<file path="config.mk">
export PLATFORM = sky130hd
export DESIGN_NAME = dmt_timer
export DESIGN_NICKNAME = d
export VERILOG_FILES = /design/src/logic/dmt_pkg.sv /design/src/logic/dmt_tick.sv /design/src/logic/dmt_timer.sv
export SDC_FILE = /design/constraint.sdc
export NUM_CORES = 1
export LEC_CHECK = 0
export ABC_AREA = 1
export BUFFER_PORTS_ARGS = -buffer_cell sky130_fd_sc_hd__buf_2
export CORE_MARGIN = 8
export CORE_UTILIZATION = 60
export CTS_CLUSTER_DIAMETER = 120
export DETAILED_ROUTE_END_ITERATION = 12
export PLACE_DENSITY = 0.89
export SLEW_MARGIN = 15
export SYNTH_ARGS = -nofsm -noshare
export SYNTH_HDL_FRONTEND = slang
export SYNTH_SLANG_ARGS = --single-unit
</file>
<file path="constraint.sdc">
create_clock -name core_clk_i -period 2.06 [get_ports core_clk_i]
set_input_delay 0.412 -clock core_clk_i [delete_from_list [all_inputs] [get_ports core_clk_i]]
set_output_delay 0.412 -clock core_clk_i [all_outputs]
set_load 0.05 [all_outputs]
</file>
<file path="src/logic/dmt_pkg.sv">
// constants and register map of the dual mode compare timer
// Functional notes
// - count word is two cascaded bytes
// - reset clears both counter bytes
// - reset sets compare bytes to ones
// - 16-bit mode uses low clock select
// - word wrap sets high overflow flag
// - overflow with enable raises high request
// - 8-bit bytes wrap and flag independently
// - 16-bit match clears word if enabled
// - 8-bit match clears own byte if enabled
// - 16-bit compare sets high match, request
// - 8-bit compares set own match, request
// - match toggles associated output pin
// - control bit 7 sets high pin
// - control bit 3 sets low pin
// - decode high clock select field
// - decode low clock select field
// - event edge chosen by edge select
// - control register write only, resets zero
// - status resets zero, flags clear only
// - high overflow cleared by read-then-zero
// - 16-bit mode uses byte staging latch
// - upper byte write staged, lower commits
// - upper read captures lower into latch
// - compare reads bypass staging latch
// - match flags cleared by read-then-zero
package dmt_pkg;
    localparam logic [2:0] DMT_ADDR_CTRL = 3'h0;
    localparam logic [2:0] DMT_ADDR_STAT = 3'h1;
    localparam logic [2:0] DMT_ADDR_CNTH = 3'h2;
    localparam logic [2:0] DMT_ADDR_CNTL = 3'h3;
    localparam logic [2:0] DMT_ADDR_CMPH = 3'h4;
    localparam logic [2:0] DMT_ADDR_CMPL = 3'h5;
    localparam logic [7:0] DMT_CNT_RST = 8'h00;
    localparam logic [7:0] DMT_CMP_RST = 8'hFF;
    localparam logic [7:0] DMT_REG_RST = 8'h00;
    localparam logic [7:0] DMT_BYTE_MAX = 8'hFF;
    localparam int DMT_CTL_HLVL = 7;
    localparam int DMT_CTL_HMODE = 6;
    localparam int DMT_CTL_LLVL = 3;
    localparam int DMT_CTL_LSRC = 2;
    localparam int DMT_ST_HIGH_OVERFLOW_FLAG = 7;
    localparam int DMT_ST_HIGH_MATCH_FLAG = 6;
    localparam int DMT_ST_HIGH_OVERFLOW_IRQ_ENABLE = 5;
    localparam int DMT_ST_HIGH_CLEAR_ON_MATCH = 4;
    localparam int DMT_ST_LOW_OVERFLOW_FLAG = 3;
    localparam int DMT_ST_LOW_MATCH_FLAG = 2;
    localparam int DMT_ST_LOW_OVERFLOW_IRQ_ENABLE = 1;
    localparam int DMT_ST_LOW_CLEAR_ON_MATCH = 0;
    localparam int DMT_PRESC_W = 5;
    localparam logic [1:0] DMT_SEL_D32 = 2'h0;
    localparam logic [1:0] DMT_SEL_D16 = 2'h1;
    localparam logic [1:0] DMT_SEL_D4 = 2'h2;
    localparam logic [1:0] DMT_SEL_D2 = 2'h3;
    typedef enum logic [1:0] {
        DMT_SRC_EXT = 2'b00,
        DMT_SRC_INT = 2'b01,
        DMT_SRC_CAS = 2'b10
    } dmt_src_t;
endpackage : dmt_pkg

</file>
<file path="src/logic/dmt_tick.sv">
// tick generator: picks a prescaler tap or an external edge for one counter byte
`timescale 1ns/1ps
module dmt_tick
    import dmt_pkg::*;
(
    input wire logic core_clk_i,
    input wire logic resetn_i,
    input wire logic [DMT_PRESC_W-1:0] presc_i,
    input wire logic [1:0] tap_sel_i,
    input wire logic use_ext_i,
    input wire logic ext_pin_i,
    input wire logic rising_i,
    output logic tick_o
);
    logic ext_q;
    logic tap_q;
    logic tap_now;
    // the pin may idle high, so the first sample after reset must not read as an edge
    logic prime_q;

    always_comb begin
        case (tap_sel_i)
            DMT_SEL_D32: tap_now = presc_i[4];
            DMT_SEL_D16: tap_now = presc_i[3];
            DMT_SEL_D4: tap_now = presc_i[1];
            DMT_SEL_D2: tap_now = presc_i[0];
            default: tap_now = presc_i[0];
        endcase
    end

    always_ff @(posedge core_clk_i or negedge resetn_i) begin
        if (!resetn_i) begin
            ext_q <= 1'b0;
            tap_q <= 1'b0;
            prime_q <= 1'b0;
        end else begin
            ext_q <= ext_pin_i;
            tap_q <= tap_now;
            prime_q <= 1'b1;
        end
    end

    // one tick per falling tap edge gives exactly phi/2^n; external edge polarity selectable
    always_comb begin
        if (use_ext_i) begin
            tick_o = prime_q & (rising_i ? (ext_pin_i & ~ext_q) : (~ext_pin_i & ext_q));
        end else begin
            tick_o = tap_q & ~tap_now;
        end
    end
endmodule : dmt_tick

</file>
<file path="src/logic/dmt_timer.sv">
// dual mode compare timer top: counters, compare, flags, toggle pins, byte bus
`timescale 1ns/1ps
module dmt_timer
    import dmt_pkg::*;
(
    input wire logic core_clk_i,
    input wire logic resetn_i,
    input wire logic [2:0] bus_addr_i,
    input wire logic bus_wr_i,
    input wire logic bus_rd_i,
    input wire logic [7:0] bus_wdata_i,
    input wire logic [DMT_PRESC_W-1:0] presc_i,
    input wire logic event_input_pin_i,
    input wire logic event_edge_select_i,
    output logic [7:0] bus_rdata_o,
    output logic high_irq_request_o,
    output logic low_irq_request_o,
    output logic high_toggle_pin_o,
    output logic low_toggle_pin_o
);
    logic [7:0] ctrl_q;
    logic [7:0] stat_q;
    logic [7:0] cnt_h_q;
    logic [7:0] cnt_l_q;
    logic [7:0] cmp_h_q;
    logic [7:0] cmp_l_q;
    logic [7:0] stage_q;
    logic [3:0] seen_q;
    logic tick_l;
    logic tick_h_int;
    logic mode8;
    logic tick_h;
    logic wrap_l;
    logic wrap_h;
    logic match_w;
    logic match_h;
    logic match_l;
    logic clr_h;
    logic clr_l;
    logic ev_high_overflow_flag;
    logic ev_high_match_flag;
    logic ev_low_overflow_flag;
    logic ev_low_match_flag;
    logic wr_ctrl;
    logic wr_stat;
    logic wr_cnth;
    logic wr_cntl;
    logic wr_cmph;
    logic wr_cmpl;
    dmt_src_t src_h;

    function automatic logic flag_next(input logic cur, input logic ev, input logic wr, input logic bit_w,
                                       input logic seen);
        // set wins over a clear in the same cycle
        flag_next = ev | (cur & ~(wr & ~bit_w & seen));
    endfunction : flag_next

    assign mode8 = ctrl_q[DMT_CTL_HMODE];
    assign src_h = mode8 ? DMT_SRC_INT : DMT_SRC_CAS;

    assign wr_ctrl = bus_wr_i && bus_addr_i == DMT_ADDR_CTRL;
    assign wr_stat = bus_wr_i && bus_addr_i == DMT_ADDR_STAT;
    assign wr_cnth = bus_wr_i && bus_addr_i == DMT_ADDR_CNTH;
    assign wr_cntl = bus_wr_i && bus_addr_i == DMT_ADDR_CNTL;
    assign wr_cmph = bus_wr_i && bus_addr_i == DMT_ADDR_CMPH;
    assign wr_cmpl = bus_wr_i && bus_addr_i == DMT_ADDR_CMPL;

    dmt_tick u_tick_l (
        .core_clk_i(core_clk_i),
        .resetn_i(resetn_i),
        .presc_i(presc_i),
        .tap_sel_i(ctrl_q[1:0]),
        .use_ext_i(~ctrl_q[DMT_CTL_LSRC]),
        .ext_pin_i(event_input_pin_i),
        .rising_i(event_edge_select_i),
        .tick_o(tick_l)
    );

    dmt_tick u_tick_h (
        .core_clk_i(core_clk_i),
        .resetn_i(resetn_i),
        .presc_i(presc_i),
        .tap_sel_i(ctrl_q[5:4]),
        .use_ext_i(1'b0),
        .ext_pin_i(1'b0),
        .rising_i(1'b0),
        .tick_o(tick_h_int)
    );

    // in 16-bit mode the high byte steps on low byte carry, driven by the low clock select
    always_comb begin
        case (src_h)
            DMT_SRC_INT: tick_h = tick_h_int;
            DMT_SRC_CAS: tick_h = wrap_l;
            default: tick_h = 1'b0;
        endcase
    end

    assign match_w = {cnt_h_q, cnt_l_q} == {cmp_h_q, cmp_l_q};
    assign match_h = mode8 ? (cnt_h_q == cmp_h_q) : match_w;
    assign match_l = mode8 && cnt_l_q == cmp_l_q;
    assign clr_l = mode8 ? (match_l & stat_q[DMT_ST_LOW_CLEAR_ON_MATCH]) : (match_w & stat_q[DMT_ST_HIGH_CLEAR_ON_MATCH]);
    assign clr_h = match_h & stat_q[DMT_ST_HIGH_CLEAR_ON_MATCH];
    assign wrap_l = tick_l && !clr_l && cnt_l_q == DMT_BYTE_MAX;
    assign wrap_h = tick_h && !clr_h && cnt_h_q == DMT_BYTE_MAX;

    // compare is level; only the first cycle of equality counts as a match event
    logic match_h_q;
    logic match_l_q;
    always_ff @(posedge core_clk_i or negedge resetn_i) begin
        if (!resetn_i) begin
            match_h_q <= 1'b0;
            match_l_q <= 1'b0;
        end else begin
            match_h_q <= match_h;
            match_l_q <= match_l;
        end
    end
    assign ev_high_match_flag = match_h & ~match_h_q;
    assign ev_low_match_flag = match_l & ~match_l_q;
    assign ev_high_overflow_flag = wrap_h;
    assign ev_low_overflow_flag = mode8 & wrap_l;

    always_ff @(posedge core_clk_i or negedge resetn_i) begin
        if (!resetn_i) begin
            ctrl_q <= DMT_REG_RST;
        end else if (wr_ctrl) begin
            ctrl_q <= bus_wdata_i;
        end
    end

    // low counter byte: bus write commits in 16-bit mode together with staged high byte
    always_ff @(posedge core_clk_i or negedge resetn_i) begin
        if (!resetn_i) begin
            cnt_l_q <= DMT_CNT_RST;
        end else if (wr_cntl) begin
            cnt_l_q <= bus_wdata_i;
        end else if (clr_l && (match_l || match_w)) begin
            cnt_l_q <= DMT_CNT_RST;
        end else if (tick_l) begin
            cnt_l_q <= cnt_l_q + 8'h01;
        end
    end

    always_ff @(posedge core_clk_i or negedge resetn_i) begin
        if (!resetn_i) begin
            cnt_h_q <= DMT_CNT_RST;
        end else if (wr_cntl && !mode8) begin
            cnt_h_q <= stage_q;
        end else if (wr_cnth && mode8) begin
            cnt_h_q <= bus_wdata_i;
        end else if (clr_h) begin
            cnt_h_q <= DMT_CNT_RST;
        end else if (tick_h) begin
            cnt_h_q <= cnt_h_q + 8'h01;
        end
    end

    always_ff @(posedge core_clk_i or negedge resetn_i) begin
        if (!resetn_i) begin
            cmp_h_q <= DMT_CMP_RST;
            cmp_l_q <= DMT_CMP_RST;
        end else begin
            if (wr_cmpl) begin
                cmp_l_q <= bus_wdata_i;
                if (!mode8) begin
                    cmp_h_q <= stage_q;
                end
            end
            if (wr_cmph && mode8) begin
                cmp_h_q <= bus_wdata_i;
            end
        end
    end

    // staging latch: upper-byte writes park here; upper counter read captures the low byte
    always_ff @(posedge core_clk_i or negedge resetn_i) begin
        if (!resetn_i) begin
            stage_q <= DMT_REG_RST;
        end else if (!mode8) begin
            if (wr_cnth || wr_cmph) begin
                stage_q <= bus_wdata_i;
            end else if (bus_rd_i && bus_addr_i == DMT_ADDR_CNTH) begin
                stage_q <= cnt_l_q;
            end
        end
    end

    // a flag may be cleared only after software has read it as one
    always_ff @(posedge core_clk_i or negedge resetn_i) begin
        if (!resetn_i) begin
            seen_q <= 4'h0;
        end else if (bus_rd_i && bus_addr_i == DMT_ADDR_STAT) begin
            seen_q <= {stat_q[DMT_ST_HIGH_OVERFLOW_FLAG], stat_q[DMT_ST_HIGH_MATCH_FLAG], stat_q[DMT_ST_LOW_OVERFLOW_FLAG], stat_q[DMT_ST_LOW_MATCH_FLAG]};
        end else if (wr_stat) begin
            seen_q <= 4'h0;
        end
    end

    always_ff @(posedge core_clk_i or negedge resetn_i) begin
        if (!resetn_i) begin
            stat_q <= DMT_REG_RST;
        end else begin
            stat_q[DMT_ST_HIGH_OVERFLOW_FLAG] <= flag_next(stat_q[DMT_ST_HIGH_OVERFLOW_FLAG], ev_high_overflow_flag, wr_stat,
                                             bus_wdata_i[DMT_ST_HIGH_OVERFLOW_FLAG], seen_q[3]);
            stat_q[DMT_ST_HIGH_MATCH_FLAG] <= flag_next(stat_q[DMT_ST_HIGH_MATCH_FLAG], ev_high_match_flag, wr_stat,
                                             bus_wdata_i[DMT_ST_HIGH_MATCH_FLAG], seen_q[2]);
            stat_q[DMT_ST_LOW_OVERFLOW_FLAG] <= flag_next(stat_q[DMT_ST_LOW_OVERFLOW_FLAG], ev_low_overflow_flag, wr_stat,
                                             bus_wdata_i[DMT_ST_LOW_OVERFLOW_FLAG], seen_q[1]);
            stat_q[DMT_ST_LOW_MATCH_FLAG] <= flag_next(stat_q[DMT_ST_LOW_MATCH_FLAG], ev_low_match_flag, wr_stat,
                                             bus_wdata_i[DMT_ST_LOW_MATCH_FLAG], seen_q[0]);
            if (wr_stat) begin
                stat_q[DMT_ST_HIGH_OVERFLOW_IRQ_ENABLE] <= bus_wdata_i[DMT_ST_HIGH_OVERFLOW_IRQ_ENABLE];
                stat_q[DMT_ST_HIGH_CLEAR_ON_MATCH] <= bus_wdata_i[DMT_ST_HIGH_CLEAR_ON_MATCH];
                stat_q[DMT_ST_LOW_OVERFLOW_IRQ_ENABLE] <= bus_wdata_i[DMT_ST_LOW_OVERFLOW_IRQ_ENABLE];
                stat_q[DMT_ST_LOW_CLEAR_ON_MATCH] <= bus_wdata_i[DMT_ST_LOW_CLEAR_ON_MATCH];
            end
        end
    end

    // request lines are one-cycle pulses into the external request register
    always_ff @(posedge core_clk_i or negedge resetn_i) begin
        if (!resetn_i) begin
            high_irq_request_o <= 1'b0;
            low_irq_request_o <= 1'b0;
        end else begin
            high_irq_request_o <= ev_high_match_flag | (ev_high_overflow_flag & stat_q[DMT_ST_HIGH_OVERFLOW_IRQ_ENABLE]);
            low_irq_request_o <= ev_low_match_flag | (ev_low_overflow_flag & stat_q[DMT_ST_LOW_OVERFLOW_IRQ_ENABLE]);
        end
    end

    // pin writes win over a toggle in the same cycle, so software level is deterministic
    always_ff @(posedge core_clk_i or negedge resetn_i) begin
        if (!resetn_i) begin
            high_toggle_pin_o <= 1'b0;
            low_toggle_pin_o <= 1'b0;
        end else begin
            if (wr_ctrl) begin
                high_toggle_pin_o <= bus_wdata_i[DMT_CTL_HLVL];
                low_toggle_pin_o <= bus_wdata_i[DMT_CTL_LLVL];
            end else begin
                if (ev_high_match_flag) begin
                    high_toggle_pin_o <= ~high_toggle_pin_o;
                end
                if (ev_low_match_flag) begin
                    low_toggle_pin_o <= ~low_toggle_pin_o;
                end
            end
        end
    end

    // registered read data; control register reads back zero
    always_ff @(posedge core_clk_i or negedge resetn_i) begin
        if (!resetn_i) begin
            bus_rdata_o <= DMT_REG_RST;
        end else if (bus_rd_i) begin
            case (bus_addr_i)
                DMT_ADDR_STAT: bus_rdata_o <= stat_q;
                DMT_ADDR_CNTH: bus_rdata_o <= cnt_h_q;
                DMT_ADDR_CNTL: bus_rdata_o <= mode8 ? cnt_l_q : stage_q;
                DMT_ADDR_CMPH: bus_rdata_o <= cmp_h_q;
                DMT_ADDR_CMPL: bus_rdata_o <= cmp_l_q;
                default: bus_rdata_o <= DMT_REG_RST;
            endcase
        end
    end
endmodule : dmt_timer

</file>
==> flow_summary.yaml, run 1 <==
setup_path:
  slowest_delay_ns: 0.54
  crit_slowest_cell: "dfstp_2"
  cp_data_required_time_ns: 2.32
  crit_arrival_ns: 2.21
  crit_chain: "inv_1 -> nand2_1 -> nand2_1 -> nor2_2 -> nand2_1 -> nor2_4 -> nand3_1 -> nand2_2 -> inv_2 -> nand3_4 -> nand3_4 -> nand2_1 -> nand2_1"
  path_common_cell: "nand2_1"
  startpoint_type: "flip-flop"
  setup.worst_path.class: "reg -> reg"
  end_kind: "flip-flop"
  cp_max_fo: 8
  r2r_slack_ns: 0.11
finish:
  antenna_cells: 0
  regArea_um2: 1924
  area_delta_synth_final_pct: 14.75
  nets: 688
  fin_area_um2: 5080
  drive_gt1_frac: 0.1824
  final_util: 0.7041
  fill_cells: 619
  multi_input_comb_area_um2: 2156
synthesis:
  synth_edf_count: 0
  synthCells: 615
  synth.largest_area_cell: "dfrtp_1"
  muxShareOfSynthArea: 0
  synth-async-reset-ratio: 1.000
  synth_xor_area_frac: 0.01583
  yosysUniqueCellTypes: 38
  syn_avg_cell_area_um2: 7.198
  synth-main-ff-cell: "dfrtp_1"
  syn_area_um2: 4427
  synthTopCellsByArea: "dfrtp_1 (34%), nand2_1 (18%), dfstp_2 (9.5%)"
  synth_top_family_by_area: "simple AND/OR/NAND/NOR gates"
  synth-compound-area-share: 0.1591
  ys_warn_count: 0
  syn-num-nets: 639
  synth.yosys.seq_area_share: 0.4341
  synth_adder_area_share: 0.005653
  synth.top_cell.area_share: 0.3392
  synth-seq-cells: 76
  yosys.area_share.simple: 0.2968
pwr:
  pwr-share-seq: 0.426
  p_comb_frac: 0.354
  peakVddDrop_uv: 788.0
  clock_power_share: 0.220
  p_sw_frac: 0.4152
  p_leak_nw: 2.543
  intPower_mw: 3.384
  p_switching_mw: 2.403
  p_per_area_nw_per_um2: 1139
detailed_routing:
  drt_iter0_markers: 423
  vias: 4434
  wl_per_cell_um: 16.66
  vias_per_cell: 5.773
  dr.pass1.iters: 5
  drcViolationCount: 0
  postRouteAntennaNets: 0
  wl_um: 12800
placement:
  finalWeightedCongestion: 0.9626
  dpl_worst_slack_ns: 0.06195
  io_buffers: 32
  hpwl_um: 9492
  placed_cell_area_um2: 4807
sta:
  final-max-slew-violation-count: 0
  setup_tns_ns: 0
  fin_ws_ns: 0.1068
  finalCriticalPeriod_ns: 1.953
  hold_violations: 2
  post-route-period-util: 0.9481
  setup_viol: 0
  skew_ns: 0.01271
  timing.hold.ws_ns: -0.006999
  max_freq_mhz: 512.0
grt:
  grt_first_pass_wirelength_um: 21000
  antenna_found_initial: 0
  overflow: 0
  grt_start_max_net_pins: 42
  track_usage: 0.2645
  grt_pass1_vias: 4276
floorplan:
  fp.coreArea_um2: 7214
  die_w_um: 101.9
  start_util: 0.6136
  die_h_um: 101.9
  rows: 31
  die_area_um2: 10380
  pin_count: 34
clock_tree:
  clkLatencyLatePin_ns: 0.36
  clock-sinks: 76
  clk_pin_slew_ns: 0.09
  cts_max_path_buffers: 2
  cts_tree: "done"
  ctsRootBufferMaster: "clkbuf_8"
  ctsHoldBuffers: 0
  cts_made_buffers: 9
  htreeDepth: 3
run_status:
  violations: "hold timing"
  status: "complete, but fails checks"
worst_hold_path:
  hold_class: "in -> async"
job:
  maxCapViolations: 0
-- timing repair --
item	in CTS	in global routing
endpoints found under the hold margin	0	0
gates resized for setup	0	12
setup endpoints to repair	0	20
setup buffers	0	2
-- logic make-up (layout without fill, tap and decap cells) --
kind of cell | count (synthesis) | in the layout
compound gates | 121 | 121
xor+xnor | 8 | 8
fa+ha+maj | 2 | 2
buf+inv | 100 | 154
flops | 76 | 76
other cells | 1 | 1
simple gates | 307 | 307
-- flip-flops by register name, indices dropped and copies added (netlist names), 4 cells and up --
signal and cells:
cmp_l_q 8, stat_q 8, bus_rdata_o 8, cmp_h_q 8
seen_q 4, cnt_l_q 8, stage_q 8, cnt_h_q 8
ctrl_q 6
-- metrics by stage --
stage / power [mW] / cells
after floorplan: 3.809 / 615
after global placement: 4.353 / 750
after detailed placement: 4.437 / 750
after CTS: 5.712 / 766
after global routing: 6.196 / 768
final: 5.786 / 768
-- layout make-up --
type | instances | area share
well taps | 99 | 0.02438
clock buffers | 11 | 0.02586
inverters | 87 | 0.06478
repair buffers | 51 | 0.06502
multi-input cells | 439 | 0.4244
clock inverters | 5 | 0.01675
flip-flops and latches | 76 | 0.3788
-- critical path: cells and delay by family (launching register included) --
family,cells,cell delay (ns)
buffers and inverters,2,0.14
flip-flops,1,0.54
AND/OR/NAND/NOR,11,1.17
-- layer usage --
layer	up-vias	GRT usage	part of all wire
li1	2077	-	-
met3	50	0.05041	0.087
met4	0	0.1321	0.040
met2	229	0.4281	0.48
met1	2078	0.3315	0.40
met5	-	0	0
-- synth_stat cells, types with 2 or more instances --
cell / count
a211oi_1: 3
a21oi_1: 15
a221oi_1: 4
a22oi_1: 4
buf_2: 5
clkbuf_1: 7
dfrtp_1: 60
dfstp_2: 16
ha_1: 2
inv_1: 70
inv_2: 15
nand2_1: 216
nand2_2: 3
nand3_1: 12
nand3_4: 2
nand3b_1: 2
nand4_1: 9
nor2_1: 40
nor2_2: 5
nor3_1: 10
nor4_1: 2
o211ai_1: 11
o21ai_0: 69
o21ai_1: 2
o221ai_1: 5
o22ai_1: 7
xor2_1: 8
-- worst paths after layout --
check	from	to	depth (start not counted)
setup / recovery	cmp_h_q[5]	cnt_h_q[4]	13
hold / removal	resetn_i	cnt_h_q[5]	1
setup reg to reg	cmp_h_q[5]	cnt_h_q[4]	13
hold reg to reg	bus_rdata_o[0]	bus_rdata_o[0]	2
max in group asynchronous	resetn_i	cmp_l_q[3]	2
min in group core_clk_i	event_input_pin_i	u_tick_l.ext_q	1
-- power groups by stage --
stage / combinational [mW] / sequential [mW] / clock, mW
after floorplan: 1.32 / 2.49 / 0
after global placement: 1.91 / 2.44 / 0
after detailed placement: 1.97 / 2.46 / 0
after CTS: 1.99 / 2.44 / 1.28
after global routing: 2.32 / 2.52 / 1.36
final: 2.05 / 2.47 / 1.27
-- cell usage in the layout (no fill, tap or decap), drive strengths merged --
cell type    n
dfrtp       60
or2          1
clkinv       2
o211ai      11
clkbuf      11
nand3       15
ha           2
o221ai       5
inv         87
a221oi       4
nor3        12
a21oi       16
o22ai        7
clkinvlp     1
nor4         2
o21ai       71
buf         51
nand2      220
a211oi       3
bufinv       2
conb         1
nand4        9
nand3b       2
a22oi        4
nor2        46
dfstp       16
xor2         8
Power figures use the tool's default switching activity.
==> run 2: changes to the inputs <==
--- a/config.mk
+++ b/config.mk
@@ -11,8 +11,9 @@
 export CORE_UTILIZATION = 60
 export CTS_CLUSTER_DIAMETER = 120
 export DETAILED_ROUTE_END_ITERATION = 12
-export PLACE_DENSITY = 0.89
+export PLACE_DENSITY = 0.88
 export SLEW_MARGIN = 15
 export SYNTH_ARGS = -nofsm -noshare
 export SYNTH_HDL_FRONTEND = slang
+export SYNTH_HIERARCHICAL = 1
 export SYNTH_SLANG_ARGS = --single-unit
==> run 2 against run 1 <==
The run still ends with hold timing left. Register-to-register slack gained 0.04 ns. Synthesized cell count grew 7.5%. Global-route usage shrank 2.9 points. Die area grew 5.9%. Worst hold slack gained 0.0035 ns. Clock power grew 5%. Area after synthesis grew 7.1%. Wire length shrank 0.29%.
==> flow_summary.yaml, run 2 <==
setup_path:
  r2r_start: "cmp_h_q[7]"
  setup.worst_path.class: "reg -> reg"
  crit_chain: "inv_1 -> nand2_1 -> nand2_1 -> nor2_2 -> nand3_2 -> nor2_4 -> nand3_2 -> nand4_2 -> buf_6 -> nand3_4 -> nand2_1 -> nand2_1"
  cp-endpoint: "cnt_h_q[2]"
  reg2reg_to: "cnt_h_q[2]"
  timing.critical_path.buf_inv: 2
  r2r_cells: 12
  startpoint_type: "flip-flop"
  crit_path_start: "cmp_h_q[7]"
  crit_arrival_ns: 2.16
  r2r_slack_ns: 0.14
  crit_slowest_cell: "dfstp_2"
  slowest_delay_ns: 0.53
  cp_data_required_time_ns: 2.30
  cp_top_family: "simple AND/OR/NAND/NOR gates"
  cp_max_fo: 10
  cp_num_cells: 12
  path_common_cell: "nand2_1"
  end_kind: "flip-flop"
synthesis:
  synth.top_cell.area_share: 0.3273
  synthTopCellsByArea: "dfrtp_1 (33%), nand2_1 (19%), dfstp_2 (8.9%)"
  synth_edf_count: 0
  ys_warn_count: 6
  synth.largest_area_cell: "dfrtp_1"
  syn_avg_cell_area_um2: 7.170
  syn_area_um2: 4740
  synth_most_common_cell: "nand2_1"
  synth-seq-cells: 78
  yosysUniqueCellTypes: 50
  synth-main-ff-cell: "dfrtp_1"
  synth.yosys.seq_area_share: 0.4161
  synth-async-reset-ratio: 1.000
  synthCells: 661
  synthTopCellsByCount: "nand2_1 (240), inv_1 (92), dfrtp_1 (62), o21ai_0 (57), nor2_1 (31)"
floorplan:
  die_area_um2: 11000
  rows: 32
  die_h_um: 104.9
  die_w_um: 104.9
  pin_count: 34
  start_util: 0.6165
  fp.coreArea_um2: 7687
clock_tree:
  ctsRootBufferMaster: "clkbuf_8"
  cts_made_buffers: 9
  clk_pin_slew_ns: 0.09
  cts_tree: "done"
  ctsHoldBuffers: 0
  cts_max_path_buffers: 2
  htreeDepth: 3
  clkLatencyLatePin_ns: 0.35
  clock-sinks: 78
pwr:
  power_mw: 6.058
  p_per_area_nw_per_um2: 1109
  peakVddDrop_uv: 744.1
  p_leak_nw: 2.827
sta:
  fin_ws_ns: 0.1431
  hold_violations: 4
  setup_tns_ns: 0
  tightest_slew_ns: 0.5044
  grt_setup_unrepaired: "no"
  final-max-slew-violation-count: 0
  max_freq_mhz: 521.7
  skew_ns: 0.008113
  finalCriticalPeriod_ns: 1.917
  setup_viol: 0
  slew_headroom: 0.6637
  timing.hold.ws_ns: -0.003511
  post-route-period-util: 0.9305
finish:
  area_delta_synth_final_pct: 15.23
  antenna_cells: 0
  nets: 742
  drive_gt1_frac: 0.1867
  final_cell_mix: "nand2_1 (237), inv_1 (92), dfrtp_1 (62), o21ai_0 (57), buf_2 (31)"
  layout_commonest_cell: "nand2_1"
  final_util: 0.7104
  stdcell_count: 825
  fin_area_um2: 5461
detailed_routing:
  drt_iter0_markers: 326
  dr.pass1.iters: 6
  postRouteAntennaNets: 0
  vias: 4504
  vias_per_cell: 5.459
  wl_um: 12760
  wl_per_cell_um: 15.47
  drcViolationCount: 0
grt:
  grt_first_pass_wirelength_um: 21120
  grt_pass1_vias: 4370
  grt_start_max_net_pins: 36
  antenna_found_initial: 0
  track_usage: 0.2357
  overflow: 0
placement:
  hpwl_um: 9740
  placed_cell_area_um2: 5136
  finalWeightedCongestion: 1.012
  dpl_worst_slack_ns: 0.03008
  io_buffers: 32
  dp.cells: 805
run_status:
  status: "complete, but fails checks"
  violations: "hold timing"
job:
  maxCapViolations: 0
worst_hold_path:
  hold_class: "in -> async"
## run 2: cell count changes after synthesis, sizes merged, moves of 3 or more
| cell | before | now |
|---|---|---|
| nand2 | 220 | 246 |
| inv | 86 | 101 |
| o21ai | 71 | 60 |
| xnor2 | 0 | 9 |
| nand3 | 15 | 22 |
| nor2 | 46 | 40 |
| nor3 | 12 | 7 |
| o22ai | 7 | 12 |
| a21oi | 16 | 12 |
| a22oi | 4 | 0 |
| buf | 6 | 10 |
| a211oi | 3 | 0 |
| nand4 | 9 | 12 |
| o221ai | 5 | 8 |
## run 2: worst min path at each step
stage	end	slack [ns]	cells after the start
2_1_floorplan	bus_rdata_o[0]	0.12	0
3_3_place_gp	high_irq_request_o	0.38	1
3_5_place_dp	high_irq_request_o	0.39	1
4_1_cts	u_tick_h/tap_q	0.01	1
5_1_grt	match_h_q	0.03	1
6_report	match_h_q	-0.004	1
## run 2: layout make-up
| cell class | instances | area, µm² |
|---|---|---|
| multi-input combinational | 468 | 2370 |
| fill | 627 | 2226 |
| clock inverter | 6 | 92.59 |
| sequential | 78 | 1972 |
| tap | 102 | 127.6 |
| clock buffer | 10 | 137.6 |
| timing repair buffer | 58 | 374.1 |
| inverter | 103 | 387.9 |
## run 2: cells by family after synthesis
logic type / count (synthesis) / share of synthesized area
simple gates: 332 / 0.3028
xor+xnor: 15 / 0.02772
other cells: 3 / 0.002376
mux: 1 / 0.002376
buf+inv: 120 / 0.1008
flops: 78 / 0.4161
compound gates: 110 / 0.1426
fa+ha+maj: 2 / 0.005279
## run 2: power by group
| part | switching [mW] | total (mW) | internal, mW |
|---|---|---|---|
| Combinational | 1.50 | 2.36 | 0.862 |
| Clock | 0.603 | 1.33 | 0.722 |
| Sequential | 0.357 | 2.37 | 2.01 |
| Total | 2.46 | 6.06 | 3.60 |
## run 2: routing by layer
metal,vias to the layer above,global-route usage,routed length [µm]
met5,-,0,0
met4,0,0.1121,439
met3,37,0.03870,1047
met1,2054,0.3097,5446
met2,208,0.3715,5825
li1,2205,-,-
## run 2: what timing repair did
item,CTS,global route
buffers inserted,0,4
resized for setup,1,14
pin swaps,0,2
endpoints found under the setup margin,6,15
==> run 3: changes to the inputs <==
--- a/config.mk
+++ b/config.mk
@@ -5,13 +5,12 @@
 export SDC_FILE = /design/constraint.sdc
 export NUM_CORES = 1
 export LEC_CHECK = 0
-export ABC_AREA = 1
 export BUFFER_PORTS_ARGS = -buffer_cell sky130_fd_sc_hd__buf_2
 export CORE_MARGIN = 8
 export CORE_UTILIZATION = 60
 export CTS_CLUSTER_DIAMETER = 120
 export DETAILED_ROUTE_END_ITERATION = 12
-export PLACE_DENSITY = 0.88
+export PLACE_DENSITY = 0.89
 export SLEW_MARGIN = 15
 export SYNTH_ARGS = -nofsm -noshare
 export SYNTH_HDL_FRONTEND = slang
==> run 3 against run 2 <==
The flow finishes with violations (setup timing). Clock skew up 0.0077 ns. First-iteration DRC count down 24%. Worst hold slack better by 0.020 ns. Final area down 6.3%. Critical path depth down 3. Global-route usage up 1.5 points. Power down 4.3%.
==> flow_summary.yaml, run 3 <==
sta:
  finalCriticalPeriod_ns: 2.506
  max_freq_mhz: 399.1
  slew_headroom: 0.6581
  fin_ws_ns: -0.4459
  hold_violations: 0
  setup_tns_ns: -4.666
  post-route-period-util: 1.216
  tightest_slew_ns: 0.5128
  final-max-slew-violation-count: 0
  skew_ns: 0.01583
  setup_viol: 15
  grt_setup_unrepaired: "yes"
synthesis:
  synth-seq-cells: 78
  ys_warn_count: 6
  synth.largest_area_cell: "dfrtp_1"
  synth_xor_area_frac: 0.06498
  synth_edf_count: 0
  yosysUniqueCellTypes: 55
  yosys.area_share.simple: 0.1407
  synth.top_cell.area_share: 0.3597
  synth-async-reset-ratio: 1.000
  synth-main-ff-cell: "dfrtp_1"
  synth_top_family_by_area: "compound AO/OA/AOI/OAI gates"
  syn_area_um2: 4313
  synthTopCellsByCount: "dfrtp_1 (62), nand2_1 (49), o21ai_0 (28), mux2i_1 (24), xnor2_1 (24)"
  synth_adder_area_share: 0.005802
  synthTopCellsByArea: "dfrtp_1 (36%), dfstp_2 (9.7%), mux2i_1 (5.6%)"
  syn_avg_cell_area_um2: 10.47
  muxShareOfSynthArea: 0.1210
  synth_most_common_cell: "dfrtp_1"
  synth.yosys.seq_area_share: 0.4572
  synthCells: 412
  synth-compound-area-share: 0.1703
finish:
  final_cell_mix: "dfrtp_1 (62), nand2_1 (49), buf_4 (39), buf_2 (31), mux2i_1 (24)"
  stdcell_count: 587
  area_delta_synth_final_pct: 18.71
  nets: 507
  fin_area_um2: 5120
  antenna_cells: 0
  drive_gt1_frac: 0.3156
  layout_commonest_cell: "dfrtp_1"
setup_path:
  cp_data_required_time_ns: 2.29
  startpoint_type: "flip-flop"
  cp_max_fo: 7
  end_kind: "flip-flop"
  crit_arrival_ns: 2.74
  setup.worst_path.class: "reg -> reg"
  r2r_slack_ns: -0.45
clock_tree:
  ctsHoldBuffers: 0
  htreeDepth: 3
  clkLatencyLatePin_ns: 0.35
  clock-sinks: 78
  cts_made_buffers: 9
  cts_tree: "done"
  ctsRootBufferMaster: "clkbuf_8"
  cts_max_path_buffers: 2
  clk_pin_slew_ns: 0.09
floorplan:
  die_h_um: 100.8
  pin_count: 34
  start_util: 0.6076
  fp.coreArea_um2: 7098
  die_area_um2: 10160
  die_w_um: 100.8
  rows: 31
grt:
  grt_start_max_net_pins: 43
  overflow: 0
  antenna_found_initial: 0
  track_usage: 0.2504
  grt_pass1_vias: 3562
  grt_first_pass_wirelength_um: 19200
placement:
  placed_cell_area_um2: 4838
  dp.cells: 565
  io_buffers: 32
  hpwl_um: 8948
  dpl_worst_slack_ns: -0.5922
  finalWeightedCongestion: 0.9650
pwr:
  power_mw: 5.795
  p_switching_mw: 2.216
  intPower_mw: 3.579
  p_sw_frac: 0.3823
  p_comb_frac: 0.351
  p_leak_nw: 2.274
  peakVddDrop_uv: 694.7
  pwr-share-seq: 0.448
  p_per_area_nw_per_um2: 1132
  clock_power_share: 0.201
run_status:
  status: "complete, but fails checks"
  violations: "setup timing"
detailed_routing:
  wl_met1_um: 4923
  wl_um: 12360
  vias: 3632
  vias_per_cell: 6.187
  dr.pass1.iters: 5
  wl_per_cell_um: 21.06
  dr_wl_met3_um: 1105
  top_layer: "met4"
  met2_length_um: 5773
  postRouteAntennaNets: 0
  drt_iter0_markers: 248
  drcViolationCount: 0
worst_hold_path:
  hold_class: "in -> async"
job:
  maxCapViolations: 0
[run 3: cell count changes in the layout (fill, tap and decap cells not counted), moves of 13 or more]
cell,change
a22oi_1,+17
mux2_2,+20
nor2_1,-13
o21ai_0,-36
buf_4,+14
mux2i_1,+24
nand2_1,-188
nand3_1,-17
xnor2_1,+15
inv_1,-79
[run 3: layout make-up]
type	count	area, µm²
Timing Repair Buffer	77	544.3
Sequential cell	78	1972
Inverter	13	48.80
Fill cell	500	1978
Tap cell	99	123.9
Multi-Input combinational cell	304	2235
Clock inverter	6	68.82
Clock buffer	10	127.6
[run 3: final timing paths]
| check | startpoint | to | depth (start not counted) |
|---|---|---|---|
| max | ctrl_q[0] | cnt_h_q[6] | 9 |
| min | resetn_i | u_tick_l/prime_q | 1 |
| max reg2reg | ctrl_q[0] | cnt_h_q[6] | 9 |
| min reg2reg | cmp_h_q[2] | cmp_h_q[2] | 2 |
| max in group asynchronous | resetn_i | cmp_l_q[0] | 2 |
| min in group core_clk_i | event_input_pin_i | u_tick_l/ext_q | 2 |
[run 3: cells by family after synthesis]
family,after synthesis
and+or+nand+nor,114
AOI/OAI and AO/OA,100
DFF,78
muxes,47
buffers and inverters,36
xor gates and xnor gates,32
other,3
adders and majority gates,2
[run 3: critical path: stages, from the launching register on]
cell and delay [ns]:
dfrtp_1 0.38, mux4_2 0.55, o32ai_4 0.25, and3_4 0.24
nand2_4 0.06, o31ai_4 0.23, buf_6 0.17, a21oi_1 0.07
a221o_1 0.31, o221a_2 0.12
[run 3: repair_timing]
action / in CTS / in global routing
hold endpoints to repair: 0 / 0
pin swaps: 8 / 8
endpoints found under the setup margin: 15 / 17
resized for setup: 7 / 8
setup buffers: 7 / 2
[run 3: per-layer routing]
metal / vias up / GRT usage
li1: 1618 / -
met1: 1777 / 0.3206
met2: 192 / 0.3877
met3: 45 / 0.04627
met4: 0 / 0.1430
met5: - / 0
[run 3: through the flow]
stage	util	hold WS [ns]
6_report	0.7213	0.01640
5_1_grt	0.7213	0.05021
4_1_cts	0.7185	0.02547
3_5_place_dp	0.6817	0.4083
3_3_place_gp	0.6817	0.4002
2_1_floorplan	-	0.1164
[run 3: power groups by stage]
stage | sequential [mW] | clock (mW) | combinational [mW]
after floorplan | 2.53 | 0 | 1.28
after global placement | 2.58 | 0 | 1.89
after detailed placement | 2.59 | 0 | 1.96
after CTS | 2.57 | 1.18 | 2.00
after global routing | 2.63 | 1.24 | 2.20
final | 2.59 | 1.17 | 2.04
